<file path="config.mk">
export PLATFORM = sky130hd
export DESIGN_NAME = i2c_bus_sequence_control
export DESIGN_NICKNAME = d
export VERILOG_FILES = /design/src/i2cseq_pkg.sv /design/src/line_if.sv /design/src/i2c_bus_sequence_control.sv /design/src/line_sync.sv
export SDC_FILE = /design/constraint.sdc
export NUM_CORES = 1
export LEC_CHECK = 0
export BUFFER_PORTS_ARGS = -buffer_cell sky130_fd_sc_hd__buf_2
export CAP_MARGIN = 20
export CORE_MARGIN = 5
export CORE_UTILIZATION = 50
export DETAILED_ROUTE_END_ITERATION = 10
export PLACE_DENSITY = 0.75
export SLEW_MARGIN = 5
export SYNTH_ARGS = -nofsm -noshare
export SYNTH_HDL_FRONTEND = slang
export SYNTH_SLANG_ARGS = --single-unit
</file>
<file path="constraint.sdc">
create_clock -name CLK_SYS -period 5.8 [get_ports CLK_SYS]
set_input_delay 0.58 -clock CLK_SYS [delete_from_list [all_inputs] [get_ports CLK_SYS]]
set_output_delay 0.58 -clock CLK_SYS [all_outputs]
set_load 0.1 [all_outputs]
</file>
<file path="src/i2cseq_pkg.sv">
// shared constants and types of the bus sequence controller
package i2cseq_pkg;
   localparam int AW = 8;
   localparam int DW = 32;
   // register byte addresses
   localparam logic [AW-1:0] CTRL_ADDR = 8'h00;
   localparam logic [AW-1:0] STAT_ADDR = 8'h04;
   localparam logic [AW-1:0] FLAG_ADDR = 8'h08;
   localparam logic [AW-1:0] MASK_ADDR = 8'h0c;
   localparam logic [AW-1:0] RXD_ADDR  = 8'h10;
   // control register fields
   localparam int CW        = 16;
   localparam int B_START   = 0;
   localparam int B_RSTART  = 1;
   localparam int B_STOP    = 2;
   localparam int B_RECV    = 3;
   localparam int B_ACKREQ  = 4;
   localparam int B_ACKVAL  = 5;
   localparam int B_HOLD_EN = 6;
   localparam int B_GCALL   = 7;
   localparam int B_RELEASE = 12;
   localparam int B_ON      = 15;
   localparam logic [CW-1:0] CTRL_RST   = 16'h1000;
   localparam logic [CW-1:0] CTRL_WMASK = 16'h90ff;
   // event flags
   localparam int NEV     = 4;
   localparam int E_MDONE = 0;
   localparam int E_GCALL = 1;
   localparam int E_SRX   = 2;
   localparam int E_MRX   = 3;
   // status register fields
   localparam int ST_MBUSY = 0;
   localparam int ST_SBUSY = 1;
   localparam int ST_HOLD  = 2;
   localparam int ST_SCL   = 3;
   localparam int ST_SDA   = 4;
   // bus timing: half bit period, a least time
   localparam int CLK_NS   = 100;
   localparam int HALF_NS  = 5000;
   localparam int HALF_CYC = (HALF_NS + CLK_NS - 1) / CLK_NS;
   localparam logic [7:0] GC_ADDR = 8'h00;
   localparam int BYTE_BITS = 8;
   typedef enum logic [2:0] {
      M_IDLE, M_START, M_RSTART, M_STOP, M_RECV, M_ACK
   } mseq_t;
   typedef enum logic [2:0] {
      S_IDLE, S_BITS, S_ACK, S_HOLD, S_SKIP
   } sslv_t;
endpackage

</file>
<file path="src/line_if.sv">
// synchronised level and edges of one bus line
`timescale 1ns/10ps
interface line_if;
   logic lvl;
   logic rise;
   logic fall;
   modport src (output lvl, rise, fall);
   modport snk (input lvl, rise, fall);
endinterface

</file>
<file path="src/i2c_bus_sequence_control.sv">
// two-wire bus sequence controller: master sequences and general call slave
//
// What this block does
// - general call received while enabled raises interrupt
// - general call disabled: address ignored, no interrupt
// - hold enable allows slave clock stretching with release
// - acknowledge sequence sends stored acknowledge value
// - ack request drives acknowledge sequence on lines
// - hardware clears ack request when sequence ends
// - receive request receives byte, cleared after bit eight
// - stop request drives stop, cleared at end
// - repeat start request drives it, cleared at end
// - start request drives start, cleared at end
`timescale 1ns/10ps
module i2c_bus_sequence_control
   import i2cseq_pkg::*;
#(
   parameter int HALF = i2cseq_pkg::HALF_CYC
) (
   input  wire logic                      CLK_SYS,
   input  wire logic                      RST_N,
   input  wire logic [i2cseq_pkg::AW-1:0] ADDR,
   input  wire logic [i2cseq_pkg::DW-1:0] WDATA,
   input  wire logic                      WR,
   input  wire logic                      RD,
   output logic      [i2cseq_pkg::DW-1:0] RDATA,
   input  wire logic                      SCL_IN,
   output logic                           SCL_OUT,
   output logic                           SCL_OE,
   input  wire logic                      SDA_IN,
   output logic                           SDA_OUT,
   output logic                           SDA_OE,
   output logic                           IRQ
);
   import i2cseq_pkg::*;

   localparam int TW = $clog2(HALF + 1);

   typedef struct packed {
      logic [CW-1:0]  ctrl;
      logic [NEV-1:0] flag;
      logic [NEV-1:0] mask;
      logic [7:0]     rxd;
      logic [DW-1:0]  rdata;
      logic           irq;
      mseq_t          ms;
      logic [1:0]     ph;
      logic [TW-1:0]  tmr;
      logic [2:0]     mbit;
      logic [7:0]     msh;
      logic           m_scl_lo;
      logic           m_sda_lo;
      sslv_t          ss;
      logic [3:0]     sbit;
      logic [7:0]     ssh;
      logic           s_gc;
      logic           s_scl_lo;
      logic           s_sda_lo;
      logic           scl_oe;
      logic           sda_oe;
      logic           scl_o;
      logic           sda_o;
   } st_t;

   st_t r;
   st_t n;

   line_if scl ();
   line_if sda ();

   // both lines come from outside and are synchronised first
   line_sync u_scl_sync (
      .clk   (CLK_SYS),
      .rst_n (RST_N),
      .pin   (SCL_IN),
      .ln    (scl)
   );

   line_sync u_sda_sync (
      .clk   (CLK_SYS),
      .rst_n (RST_N),
      .pin   (SDA_IN),
      .ln    (sda)
   );

   // line drive {scl_low, sda_low} for each sequence phase
   function automatic logic [1:0] drv(mseq_t s, logic [1:0] p,
                                      logic av);
      logic [1:0] d;
      d = 2'b11;
      case (s)
         M_START: begin
            d = (p == 2'd0) ? 2'b01 : 2'b11;
         end
         M_RSTART: begin
            case (p)
               2'd0:    d = 2'b10;
               2'd1:    d = 2'b00;
               2'd2:    d = 2'b01;
               default: d = 2'b11;
            endcase
         end
         M_STOP: begin
            case (p)
               2'd0:    d = 2'b11;
               2'd1:    d = 2'b01;
               default: d = 2'b00;
            endcase
         end
         M_RECV: begin
            d = (p == 2'd0) ? 2'b10 : 2'b00;
         end
         M_ACK: begin
            // a one sends a not-acknowledge: the data line is released
            case (p)
               2'd0:    d = {1'b1, ~av};
               2'd1:    d = {1'b0, ~av};
               2'd2:    d = {1'b1, ~av};
               default: d = 2'b10;
            endcase
         end
         default: d = 2'b11;
      endcase
      return d;
   endfunction

   // final phase of each sequence
   function automatic logic [1:0] last_ph(mseq_t s);
      logic [1:0] p;
      p = 2'd1;
      case (s)
         M_RSTART: p = 2'd3;
         M_STOP:   p = 2'd2;
         M_ACK:    p = 2'd3;
         default:  p = 2'd1;
      endcase
      return p;
   endfunction

   // control bit that requested each sequence
   function automatic int req_bit(mseq_t s);
      int b;
      b = B_START;
      case (s)
         M_RSTART: b = B_RSTART;
         M_STOP:   b = B_STOP;
         M_RECV:   b = B_RECV;
         M_ACK:    b = B_ACKREQ;
         default:  b = B_START;
      endcase
      return b;
   endfunction

   always_comb begin
      logic [NEV-1:0] ev;
      logic [1:0]     d;
      logic [DW-1:0]  stv;
      mseq_t          pick;
      logic           on;
      logic           fin;
      ev   = '0;
      d    = 2'b00;
      stv  = '0;
      pick = M_IDLE;
      on   = r.ctrl[B_ON];
      fin  = 1'b0;
      n       = r;
      n.rdata = '0;

      // master: take the lowest-numbered request bit when idle
      case (r.ms)
         M_IDLE: begin
            if (r.ctrl[B_START]) begin
               pick = M_START;
            end else if (r.ctrl[B_RSTART]) begin
               pick = M_RSTART;
            end else if (r.ctrl[B_STOP]) begin
               pick = M_STOP;
            end else if (r.ctrl[B_RECV]) begin
               pick = M_RECV;
            end else if (r.ctrl[B_ACKREQ]) begin
               pick = M_ACK;
            end
            if (on && pick != M_IDLE) begin
               n.ms   = pick;
               n.ph   = 2'd0;
               n.mbit = '0;
               n.tmr  = TW'(HALF);
               {n.m_scl_lo, n.m_sda_lo} =
                  drv(pick, 2'd0, r.ctrl[B_ACKVAL]);
            end
         end
         default: begin
            d = drv(r.ms, r.ph, r.ctrl[B_ACKVAL]);
            if (r.tmr != '0) begin
               // a released clock held low by a slave stalls the timer
               if (d[1] || scl.lvl) begin
                  n.tmr = r.tmr - 1'b1;
               end
            end else if (r.ms == M_RECV && r.ph == 2'd1) begin
               n.msh = {r.msh[6:0], sda.lvl};
               if (r.mbit == 3'(BYTE_BITS - 1)) begin
                  fin        = 1'b1;
                  n.rxd      = {r.msh[6:0], sda.lvl};
                  n.m_scl_lo = 1'b1;
                  ev[E_MRX]  = 1'b1;
               end else begin
                  n.mbit = r.mbit + 3'd1;
                  n.ph   = 2'd0;
                  n.tmr  = TW'(HALF);
                  {n.m_scl_lo, n.m_sda_lo} = drv(r.ms, 2'd0, 1'b0);
               end
            end else if (r.ph == last_ph(r.ms)) begin
               fin = 1'b1;
            end else begin
               n.ph  = r.ph + 2'd1;
               n.tmr = TW'(HALF);
               {n.m_scl_lo, n.m_sda_lo} =
                  drv(r.ms, r.ph + 2'd1, r.ctrl[B_ACKVAL]);
            end
            if (fin) begin
               n.ctrl[req_bit(r.ms)] = 1'b0;
               n.ms        = M_IDLE;
               ev[E_MDONE] = 1'b1;
            end
         end
      endcase

      // slave: shift bytes after a start seen on the bus
      case (r.ss)
         S_IDLE: begin
            n.ss = S_IDLE;
         end
         S_BITS: begin
            if (scl.rise) begin
               n.ssh  = {r.ssh[6:0], sda.lvl};
               n.sbit = r.sbit + 4'd1;
            end
            if (scl.fall && r.sbit == 4'(BYTE_BITS)) begin
               if (r.s_gc) begin
                  n.rxd      = r.ssh;
                  ev[E_SRX]  = 1'b1;
                  n.s_sda_lo = 1'b1;
                  n.ss       = S_ACK;
               end else if (r.ssh == GC_ADDR && r.ctrl[B_GCALL]) begin
                  ev[E_GCALL] = 1'b1;
                  n.s_gc      = 1'b1;
                  n.s_sda_lo  = 1'b1;
                  n.ss        = S_ACK;
               end else begin
                  // not ours, stay off the bus
                  n.ss = S_SKIP;
               end
            end else if (scl.fall && r.ctrl[B_HOLD_EN] &&
                         !r.ctrl[B_RELEASE]) begin
               n.s_scl_lo = 1'b1;
               n.ss       = S_HOLD;
            end
         end
         S_ACK: begin
            if (scl.fall) begin
               n.s_sda_lo = 1'b0;
               n.sbit     = '0;
               if (r.ctrl[B_HOLD_EN]) begin
                  n.s_scl_lo        = 1'b1;
                  n.ctrl[B_RELEASE] = 1'b0;
                  n.ss              = S_HOLD;
               end else begin
                  n.ss = S_BITS;
               end
            end
         end
         S_HOLD: begin
            if (r.ctrl[B_RELEASE] || !r.ctrl[B_HOLD_EN]) begin
               n.s_scl_lo = 1'b0;
               n.ss       = S_BITS;
            end
         end
         S_SKIP: begin
            n.ss = S_SKIP;
         end
         default: begin
            n.ss = S_IDLE;
         end
      endcase

      // start and stop on the bus override the slave state
      if (sda.fall && scl.lvl && on) begin
         n.ss       = S_BITS;
         n.sbit     = '0;
         n.s_gc     = 1'b0;
         n.s_sda_lo = 1'b0;
         n.s_scl_lo = 1'b0;
      end else if (sda.rise && scl.lvl) begin
         n.ss       = S_IDLE;
         n.s_sda_lo = 1'b0;
         n.s_scl_lo = 1'b0;
      end

      // module off: abandon everything and let the lines go
      if (!on) begin
         n.ms       = M_IDLE;
         n.ss       = S_IDLE;
         n.m_scl_lo = 1'b0;
         n.m_sda_lo = 1'b0;
         n.s_scl_lo = 1'b0;
         n.s_sda_lo = 1'b0;
      end

      // write-one-to-clear flags; a new event wins over the clear
      n.flag = r.flag;
      if (WR && ADDR == FLAG_ADDR) begin
         n.flag = r.flag & ~WDATA[NEV-1:0];
      end
      n.flag = n.flag | ev;

      // software write lands after hardware clears, so it wins
      if (WR) begin
         case (ADDR)
            CTRL_ADDR: n.ctrl = WDATA[CW-1:0] & CTRL_WMASK;
            MASK_ADDR: n.mask = WDATA[NEV-1:0];
            default:   n.mask = n.mask;
         endcase
      end

      stv[ST_MBUSY] = (r.ms != M_IDLE);
      stv[ST_SBUSY] = (r.ss != S_IDLE);
      stv[ST_HOLD]  = r.s_scl_lo;
      stv[ST_SCL]   = scl.lvl;
      stv[ST_SDA]   = sda.lvl;

      // read data stands only in the cycle after the strobe
      if (RD) begin
         case (ADDR)
            CTRL_ADDR: n.rdata = DW'(r.ctrl);
            STAT_ADDR: n.rdata = stv;
            FLAG_ADDR: n.rdata = DW'(r.flag);
            MASK_ADDR: n.rdata = DW'(r.mask);
            RXD_ADDR:  n.rdata = DW'(r.rxd);
            default:   n.rdata = '0;
         endcase
      end

      n.irq    = |(n.flag & n.mask);
      n.scl_oe = n.m_scl_lo | n.s_scl_lo;
      n.sda_oe = n.m_sda_lo | n.s_sda_lo;
      n.scl_o  = 1'b0;
      n.sda_o  = 1'b0;
   end

   // single state register
   always_ff @(posedge CLK_SYS) begin
      if (!RST_N) begin
         r      <= '0;
         r.ctrl <= CTRL_RST;
      end else begin
         r <= n;
      end
   end

   assign RDATA   = r.rdata;
   assign IRQ     = r.irq;
   assign SCL_OUT = r.scl_o;
   assign SCL_OE  = r.scl_oe;
   assign SDA_OUT = r.sda_o;
   assign SDA_OE  = r.sda_oe;
endmodule

</file>
<file path="src/line_sync.sv">
// two-flop synchroniser with edge detection for one bus line
`timescale 1ns/10ps
module line_sync (
   input wire logic clk,
   input wire logic rst_n,
   input wire logic pin,
   line_if.src      ln
);
   typedef struct packed {
      logic s1;
      logic s2;
      logic prev;
   } sync_t;

   sync_t r;
   sync_t n;

   // s1 feeds only s2; edges are found on s2 against its delayed copy
   always_comb begin
      n      = r;
      n.s1   = pin;
      n.s2   = r.s1;
      n.prev = r.s2;
   end

   // lines idle high, so reset to one
   always_ff @(posedge clk) begin
      if (!rst_n) begin
         r <= '1;
      end else begin
         r <= n;
      end
   end

   assign ln.lvl  = r.s2;
   assign ln.rise = r.s2 & ~r.prev;
   assign ln.fall = ~r.s2 & r.prev;
endmodule

</file>
## Word level (Yosys, flattened, before mapping)

Index checks and enable logic that the tools add are counted.

| word-level totals | value |
|---|---|
| flip-flop bits (word level) | 117 |
| latch bits | 0 |
| RAM bits | 0 |
| ROM bits | 0 |
| input port bits | 46 |
| output and inout port bits | 37 |
| word-level logic and storage cells | 250 |
| memories | 0 |

| operators by class | value |
|---|---|
| $add $sub $neg | 4 |
| $mul | 0 |
| divide/modulo/power cells | 0 |
| order comparisons | 2 |
| equality and inequality tests | 39 |
| shift operators | 0 |
| multiplexer cells | 107 |
| bitwise gates (word level) | 21 |
| reduce and logical (&&, ||, !) cells | 47 |

Operators by type and width:

| operator | count |
|---|---|
| $pmux 16 s5 | 1 |
| $mux 8 | 9 |
| $mux 16 | 4 |
| $mux 32 | 2 |
| $mux 3 | 14 |
| $mux 2 | 20 |
| $ge 32x1->1 const B | 1 |
| $lt 32x6->1 const B | 1 |
| $mux 14 | 2 |
| $mux 1 | 27 |
| $pmux 2 s2 | 6 |
| $pmux 3 s4 | 2 |
| $mux 11 | 2 |
| $pmux 2 s5 | 2 |
| $eq 3x3->1 const B | 6 |
| $pmux 2 s3 | 3 |
| $and 16x16->16 | 1 |
| $eq 8x4->1 const B | 2 |
| $logic_not 8->1 | 2 |
| $not 16->16 | 1 |
| $eq 3x2->1 const B | 5 |
| $mux 13 | 1 |
| $mux 12 | 1 |
| $mux 4 | 3 |
| 45 further kinds | 102 |

## Logic depth before layout (Yosys ltp)

Gate-level depths: netlist of run 1.

| logic depth | value |
|---|---|
| word-level depth | 26 |
| gate-level depth with buffers | 9 |
| gate-level depth less buffers | 8 |

## By module

A second synthesis of run 1 with hierarchy kept.

| second synthesis, totals | value |
|---|---|
| cells, all modules | 549 |
| area, all modules | 4647.0 sq um |

By module, submodules not included:

| module | instances | cells each | area each (sq um) | sequential area each (sq um) |
|---|---|---|---|---|
| i2c_bus_sequence_control | 1 | 533 | 4464.3 | 1601.5 |
| line_sync | 2 | 8 | 91.3 | 60.1 |

## Worst setup path after synthesis of run 1

No wires, ideal clock.

| timing path | value |
|---|---|
| path kind | input to register |
| start point | input ADDR[0] (netlist bit) |
| end point | register r, in the netlist IRQ |
| arrival time | 2.326 ns |
| data required time | 5.678 ns |
| slack | 3.352 ns |
| stages on the path | 7 |
| path buffers | 1 |
| cells stage by stage | or4_4 -> nor3_4 -> and4_1 -> buf_4 -> mux2i_1 -> o22ai_1 -> a221o_1 |

| between the ends | value |
|---|---|
| longest elaborated chain between the ends | 6 |

Ends and longest elaborated chain:

| what | RTL line | RTL |
|---|---|---|
| start, declared | i2c_bus_sequence_control.sv:22 | `input wire logic [i2cseq_pkg::AW-1:0] ADDR,` |
| $eq 8x4->1 | i2c_bus_sequence_control.sv:312 | `if (WR && ADDR == FLAG_ADDR) begin` |
| $logic_and 1x1->1 | i2c_bus_sequence_control.sv:312 |  |
| $mux 4 | i2c_bus_sequence_control.sv:312 |  |
| $or 4x4->4 | i2c_bus_sequence_control.sv:315 | `n.flag = n.flag \| ev;` |
| $and 4x4->4 (*) | i2c_bus_sequence_control.sv:344 | `n.irq = \|(n.flag & n.mask);` |
| $reduce_or 4->1 (*) | i2c_bus_sequence_control.sv:344 |  |
| end signal, assigned | i2c_bus_sequence_control.sv:357 | `r <= n;` |
| end, declared | i2c_bus_sequence_control.sv:65 | `st_t r;` |

Every way passes the cells marked *; elsewhere a longest branch is shown, timed or not.
A chain may end at the register's enable or synchronous reset.

## Final worst setup path of run 1

| timing path | value |
|---|---|
| start point | register r[43] (netlist bit) |
| end point | register r[41] (netlist bit) |

| between the ends | value |
|---|---|
| longest elaborated chain between the ends | 9 |

Ends and longest elaborated chain:

| what | RTL line | RTL |
|---|---|---|
| $eq 3x2->1 or $eq 3x3->1 (tied branches) | i2c_bus_sequence_control.sv:131 | `case (s)` |
| $reduce_or 2->1 (no line) | -- |  |
| $pmux 2 s2 | i2c_bus_sequence_control.sv:131 |  |
| $mux 2 | i2c_bus_sequence_control.sv:200 | `end else if (r.ms == M_RECV && r.ph == 2'd1) begin` |
| $mux 2 | i2c_bus_sequence_control.sv:195 | `if (r.tmr != '0) begin` |
| $mux 2 | i2c_bus_sequence_control.sv:171 | `case (r.ms)` |
| $eq 2x2->1 | i2c_bus_sequence_control.sv:213 | `end else if (r.ph == last_ph(r.ms)) begin` |
| $ne 3x2->1 (no line) | -- |  |
| $reduce_and 4->1 (no line) | -- |  |

Parallel ways exist; a longest one is shown, timed or not. The select of a mux whose other input is x is not followed.

==> impl_metrics.csv, run 1 <==
group,metric,value,unit
yosys,synth.area.top_cells,"dfxtp_1, buf_4, a21oi_1",
floorplanning,io_pins,83,
yosys,avgSynthCellArea,8.45,sq um
setup_path,crit_type,"reg2reg",
clock_tree,htreeDepth,3,
floorplanning,start_util,50.7,%
clock_tree,cts_resized,0,
setup_path,cp_max_fo,25,
placement,dp_slack,2.92,ns
timing,report.final.slew_viol_count,0,
global_routing,grt_overflow,0,
floorplanning,rows,35,
setup_path,worstSetupEndpointType,"flop",
pwr,finalPower,1140,uW
final_layout,n_antenna_cell,0,
route,wl_per_cell,16.3,um
yosys,synth-edff-count,0,
route,drt_iter0_markers,276,
floorplanning,core-area,9110,sq um
yosys,ys_seq_elements,86,
pwr,power.leakage,0.00180,uW
route,via_per_inst,5.84,
setup_path,crit_required,6.04,ns
clock_tree,cts_made_buffers,9,
timing,fin_crit_sh,48.8,%
route,firstDrtPassIters,5,
placement,post-dp-hpwl,7890,um
clock_tree,post_cts.repair.setup_buffers,0,
timing,finalClockSkew,0.0137,ns
floorplanning,chipWidth,106,um
clock_tree,ctsHoldBuffers,0,
clock_tree,cts_root_buffer,"clkbuf_8",
flow_run,timing.max_cap.violations,0,
final_layout,fin_nets,610,
global_routing,grt_pass1_wl,17400,um
clock_tree,clock_sinks,86,
global_routing,grt_start_max_net_pins,48,
placement,globalplace.congestion,0.890,
timing,hold_violations,0,
status,outcome,"completed",
yosys,synth_cell_types,69,
placement,io_buffers,36,
pwr,p_per_area,235,nW/um^2
route,num_vias,3913,
clock_tree,worst_skew_pair.late_latency,0.37,ns
timing,fin_ws,2.97,ns
yosys,yosysWarningCount,0,
yosys,synth_area,4620,sq um
clock_tree,cts_tree,"done",
yosys,dominantRegCellSynth,"dfxtp_1",
timing,setup_viol,0,
timing,maxSlewHeadroom,40.7,%
global_routing,first_global_vias,3409,
route,drtAntennaViolNets,0,
final_layout,drive_gt1_share,14.1,%
pwr,ir_drop,96.4,uV
yosys,seq_area_frac_synth,37.3,%
timing,fin_tns_setup,0,ns
global_routing,grtUsageTotal,19.2,%
floorplanning,chipHeight,106,um
yosys,netlist.area_leader.share,37.3,%
final_layout,syn_to_final_growth,5.07,%
route,drc,0,
yosys,ys_top_cells_by_count,"dfxtp_1, nand2_1, nor2_1",
clock_tree,clk_path_buf_depth,2,
yosys,synth_area_leader_cell,"dfxtp_1",
floorplanning,die-area,11300,sq um
clock_tree,clk_pin_slew,0.09,ns
setup_path,start_kind,"flop",
timing,period_needed,2.83,ns
timing,worstMarginPinSlew,0.888,ns
yosys,syn_inst,546,
setup_path,arrival,3.07,ns
yosys,async_reset_ff_share,0,%
global_routing,antenna_found_initial,0,
yosys,yosysMostFrequentCell,"dfxtp_1",
route,wirelength,10900,um
hold_path,min_path_type,"in2reg",
timing,rsz0062_at_grt,"false",
timing,max_freq,0.354,GHz
==> cell families after synthesis <==
kind of cell               Yosys count  synth area share [%]
and+or+nand+nor                    210                  23.6
other                                1                0.0812
buffers and inverters               83                  10.1
xor gates and xnor gates            11                  2.09
AOI/OAI and AO/OA                  125                  18.6
DFF                                 86                  37.3
muxes                               20                  5.48
adders and majority gates           10                  2.71
==> flip-flops by register name, indices dropped and copies added, names as in the netlist <==
register           cells
RDATA                 10
u_scl_sync.n           1
SDA_OE                 1
u_sda_sync.n           1
u_scl_sync.ln.lvl      1
IRQ                    1
u_sda_sync.r           1
u_scl_sync.r           1
SCL_OE                 1
u_sda_sync.ln.lvl      1
r                     67
==> through the flow <==
| step | utilization (%) | hold slack (ns) | instance area, sq um | cells |
|---|---|---|---|---|
| 2_1_floorplan | - | 0.386 | 4700 | 569 |
| 4_1_cts | 53.2 | 0.386 | 4850 | 670 |
| 3_5_place_dp | 51.0 | 0.396 | 4640 | 654 |
| 3_3_place_gp | 51.0 | 0.395 | 4640 | 654 |
| 6_report | 53.2 | 0.398 | 4850 | 670 |
| 5_1_grt | 53.2 | 0.392 | 4850 | 670 |
==> metal layers <==
metal  track usage (%)  wire [um]
met3              3.22        877
met5                 0          0
met2              30.1       5010
met1              26.6       4750
met4              7.12        257
==> worst max-delay path, cell delays in order (launching register included) <==
cell     delay (ns)
dfxtp_1        0.91
or3_1          0.45
nand3_1        0.31
a221o_1        0.47
or2_2          0.36
a21oi_1        0.16
nor2_1         0.05
==> placed cells by master (no fill, tap or decap), types with 11 or more instances in the layout <==
| cell type | synthesis | final |
|---|---|---|
| dfxtp_1 | 86 | 86 |
| a21oi_1 | 48 | 48 |
| nand2b_1 | 11 | 11 |
| buf_2 | 9 | 36 |
| nor3_1 | 14 | 14 |
| nor2_1 | 53 | 53 |
| mux2i_1 | 14 | 14 |
| conb_1 | 1 | 24 |
| inv_1 | 19 | 19 |
| o21ai_0 | 14 | 14 |
| nand2_1 | 63 | 63 |
| nand3_1 | 17 | 17 |
==> area by class of cell <==
type | instances | area [sq um]
fillers | 843 | 4260
clock inverters | 7 | 83.8
flip-flops and latches | 86 | 1720
repair buffers | 38 | 195
multi-input cells | 400 | 2510
well taps | 111 | 139
clock buffers | 9 | 124
inverters | 19 | 71.3
==> where the power goes <==
| part | total (uW) | leakage (uW) | switching (uW) | internal [uW] |
|---|---|---|---|---|
| clock | 447 | 0.000103 | 239 | 208 |
| combinational | 99.2 | 0.00101 | 88.2 | 11.0 |
| sequential | 594 | 0.000694 | 2.32 | 592 |
| total | 1140 | 0.00180 | 330 | 811 |
==> path summary, 6_finish.rpt <==
path / startpoint / to / slack [ns] / cells after the start
worst max-delay path: r[43] / r[41] / 2.97 / 6
worst min-delay path: SDA_IN / u_sda_sync.n[1] / 0.40 / 2
worst max register to register: r[43] / r[41] / 2.97 / 6
worst min register to register: u_scl_sync.n[1] / u_scl_sync.ln.lvl / 0.42 / 1
No activity file was read; power rests on OpenSTA's default activity.
==> inputs of run 2 (changes only) <==
==> constraint.sdc (replaced) <==
create_clock -name CLK_SYS -period 2.9 [get_ports CLK_SYS]
set_input_delay 0.29 -clock CLK_SYS [delete_from_list [all_inputs] [get_ports CLK_SYS]]
set_output_delay 0.29 -clock CLK_SYS [all_outputs]
set_load 0.1 [all_outputs]
==> impl_metrics.csv, run 2 (same netlist as run 1, synthesis figures left out) <==
group,metric,value,unit
timing,fin_tns_setup,0,ns
route,firstDrtPassIters,5,
clock_tree,worst_skew_pair.late_latency,0.36,ns
timing,maxSlewHeadroom,55.3,%
clock_tree,cts_resized,0,
timing,setup_viol,0,
route,wl_per_cell,16.5,um
global_routing,grt_pass1_wl,18200,um
setup_path,crit_buf_inv,1,
setup_path,reg2reg_depth,8,
global_routing,first_global_vias,3679,
placement,io_buffers,36,
final_layout,regMostFlops,"r",
flow_run,timing.max_cap.violations,0,
floorplanning,start_util,50.7,%
route,drt_iter0_markers,433,
final_layout,final_cell_mix,"dfxtp_1, nand2_1, nor2_1",
setup_path,r2r_end,"r[39]",
timing,period_needed,2.52,ns
timing,rsz0062_at_grt,"false",
clock_tree,cts_root_buffer,"clkbuf_8",
final_layout,n_antenna_cell,0,
setup_path,timing.rr.start,"r[41]",
pwr,p_per_area,462,nW/um^2
setup_path,max_stage_delay,0.41,ns
setup_path,cp_top_family,"compound AO/OA/AOI/OAI gates",
final_layout,fin_nets,622,
timing,finalClockSkew,0.0167,ns
final_layout,syn_to_final_growth,7.08,%
timing,fin_ws,0.382,ns
floorplanning,chipWidth,106,um
setup_path,crit_type,"reg2reg",
setup_path,cp_max_fo,12,
final_layout,nFillCells,810,
setup_path,worstSetupEndpointType,"flop",
clock_tree,clk_path_buf_depth,2,
setup_path,cp_slowest_cell,"a311oi_2",
floorplanning,rows,35,
route,drtAntennaViolNets,0,
route,drc,0,
placement,post-dp-hpwl,8460,um
setup_path,arrival,2.78,ns
clock_tree,post_cts.repair.setup_buffers,0,
setup_path,rrSetupSlack,0.38,ns
clock_tree,cts_tree,"done",
status,outcome,"completed",
floorplanning,io_pins,83,
clock_tree,ctsHoldBuffers,0,
clock_tree,clk_pin_slew,0.10,ns
setup_path,crit_required,3.17,ns
hold_path,hold_path_depth,2,
final_layout,drive_gt1_share,15.9,%
route,via_per_inst,5.84,
final_layout,mostFrequentLayoutCell,"dfxtp_1",
final_layout,seqCellArea,1720,sq um
final_layout,multi_input_area,2510,sq um
route,num_vias,3985,
final_layout,final_cells,682,
clock_tree,clock_sinks,86,
floorplanning,core-area,9110,sq um
hold_path,holdPathEnd,"u_sda_sync.n[1]",
setup_path,cp_cell_sequence,"buf_4 > ha_1 > and4bb_2 > a311oi_2 > a221oi_4 > nor3_4 > a21oi_1 > a311oi_1",
pwr,power.leakage,0.00187,uW
timing,max_freq,0.397,GHz
placement,dpl.cell_count,666,
clock_tree,cts_made_buffers,9,
global_routing,grtUsageTotal,19.9,%
hold_path,min_path_type,"in2reg",
floorplanning,chipHeight,106,um
placement,globalplace.congestion,0.891,
timing,fin_crit_sh,86.8,%
global_routing,antenna_found_initial,0,
global_routing,grt_overflow,0,
clock_tree,htreeDepth,3,
timing,worstMarginPinSlew,0.663,ns
setup_path,start_kind,"flop",
pwr,ir_drop,211,uV
placement,dp_slack,0.463,ns
global_routing,grt_start_max_net_pins,31,
timing,hold_violations,0,
floorplanning,die-area,11300,sq um
final_layout,largest_reg_flops,67,
route,wirelength,11200,um
hold_path,min_from,"SDA_IN",
timing,report.final.slew_viol_count,0,
==> run 2: cell count changes in the layout (fill, tap and decap cells not counted), sizes merged <==
cell  before  now
buf       38   50
==> run 2: report_power, final <==
group	internal [uW]	switching [uW]
Combinational	22.1	177
Clock	419	479
Sequential	1180	4.32
==> run 2: per-layer routing <==
| layer | share of wire, % | routed length [um] | global-route usage (%) |
|---|---|---|---|
| met3 | 7.3 | 824 | 4.19 |
| met5 | 0 | 0 | 0 |
| met4 | 1.4 | 161 | 6.11 |
| met2 | 47 | 5310 | 32.8 |
| met1 | 44 | 4940 | 26.2 |
==> run 2: final cells by class <==
cell class,count,share of cell area (%)
Multi-Input combinational cell,400,50.9
Sequential cell,86,34.8
Timing Repair Buffer,50,5.77
Tap cell,111,2.81
Clock buffer,9,2.51
Clock inverter,7,1.75
Inverter,19,1.44
==> run 2: per-stage QoR <==
step / power, uW / cell area, sq um / hold slack, ns / utilization [%]
after CTS: 2290 / 4940 / 0.0995 / 54.3
after global routing: 2360 / 4940 / 0.102 / 54.3
after detailed placement: 1410 / 4730 / 0.401 / 52.0
after floorplan: 1410 / 4700 / 0.386 / -
after global placement: 1410 / 4730 / 0.396 / 52.0
final: 2290 / 4940 / 0.104 / 54.3
==> run 2: worst max-delay path by stage <==
stage / end / from / cells past startpoint
final: r[39] / r[41] / 8
after CTS: r[39] / r[41] / 8
after floorplan: r[39] / r[42] / 9
after detailed placement: r[39] / r[41] / 8
after global placement: r[39] / r[41] / 8
after global routing: r[39] / r[41] / 8
==> run 2: worst reg2reg max path, delay by kind of cell, from the launching register on <==
kind | cells | cell delay [ns]
compound gates | 4 | 0.94
simple gates | 2 | 0.68
flops | 1 | 0.32
fa+ha+maj | 1 | 0.30
buf+inv | 1 | 0.18
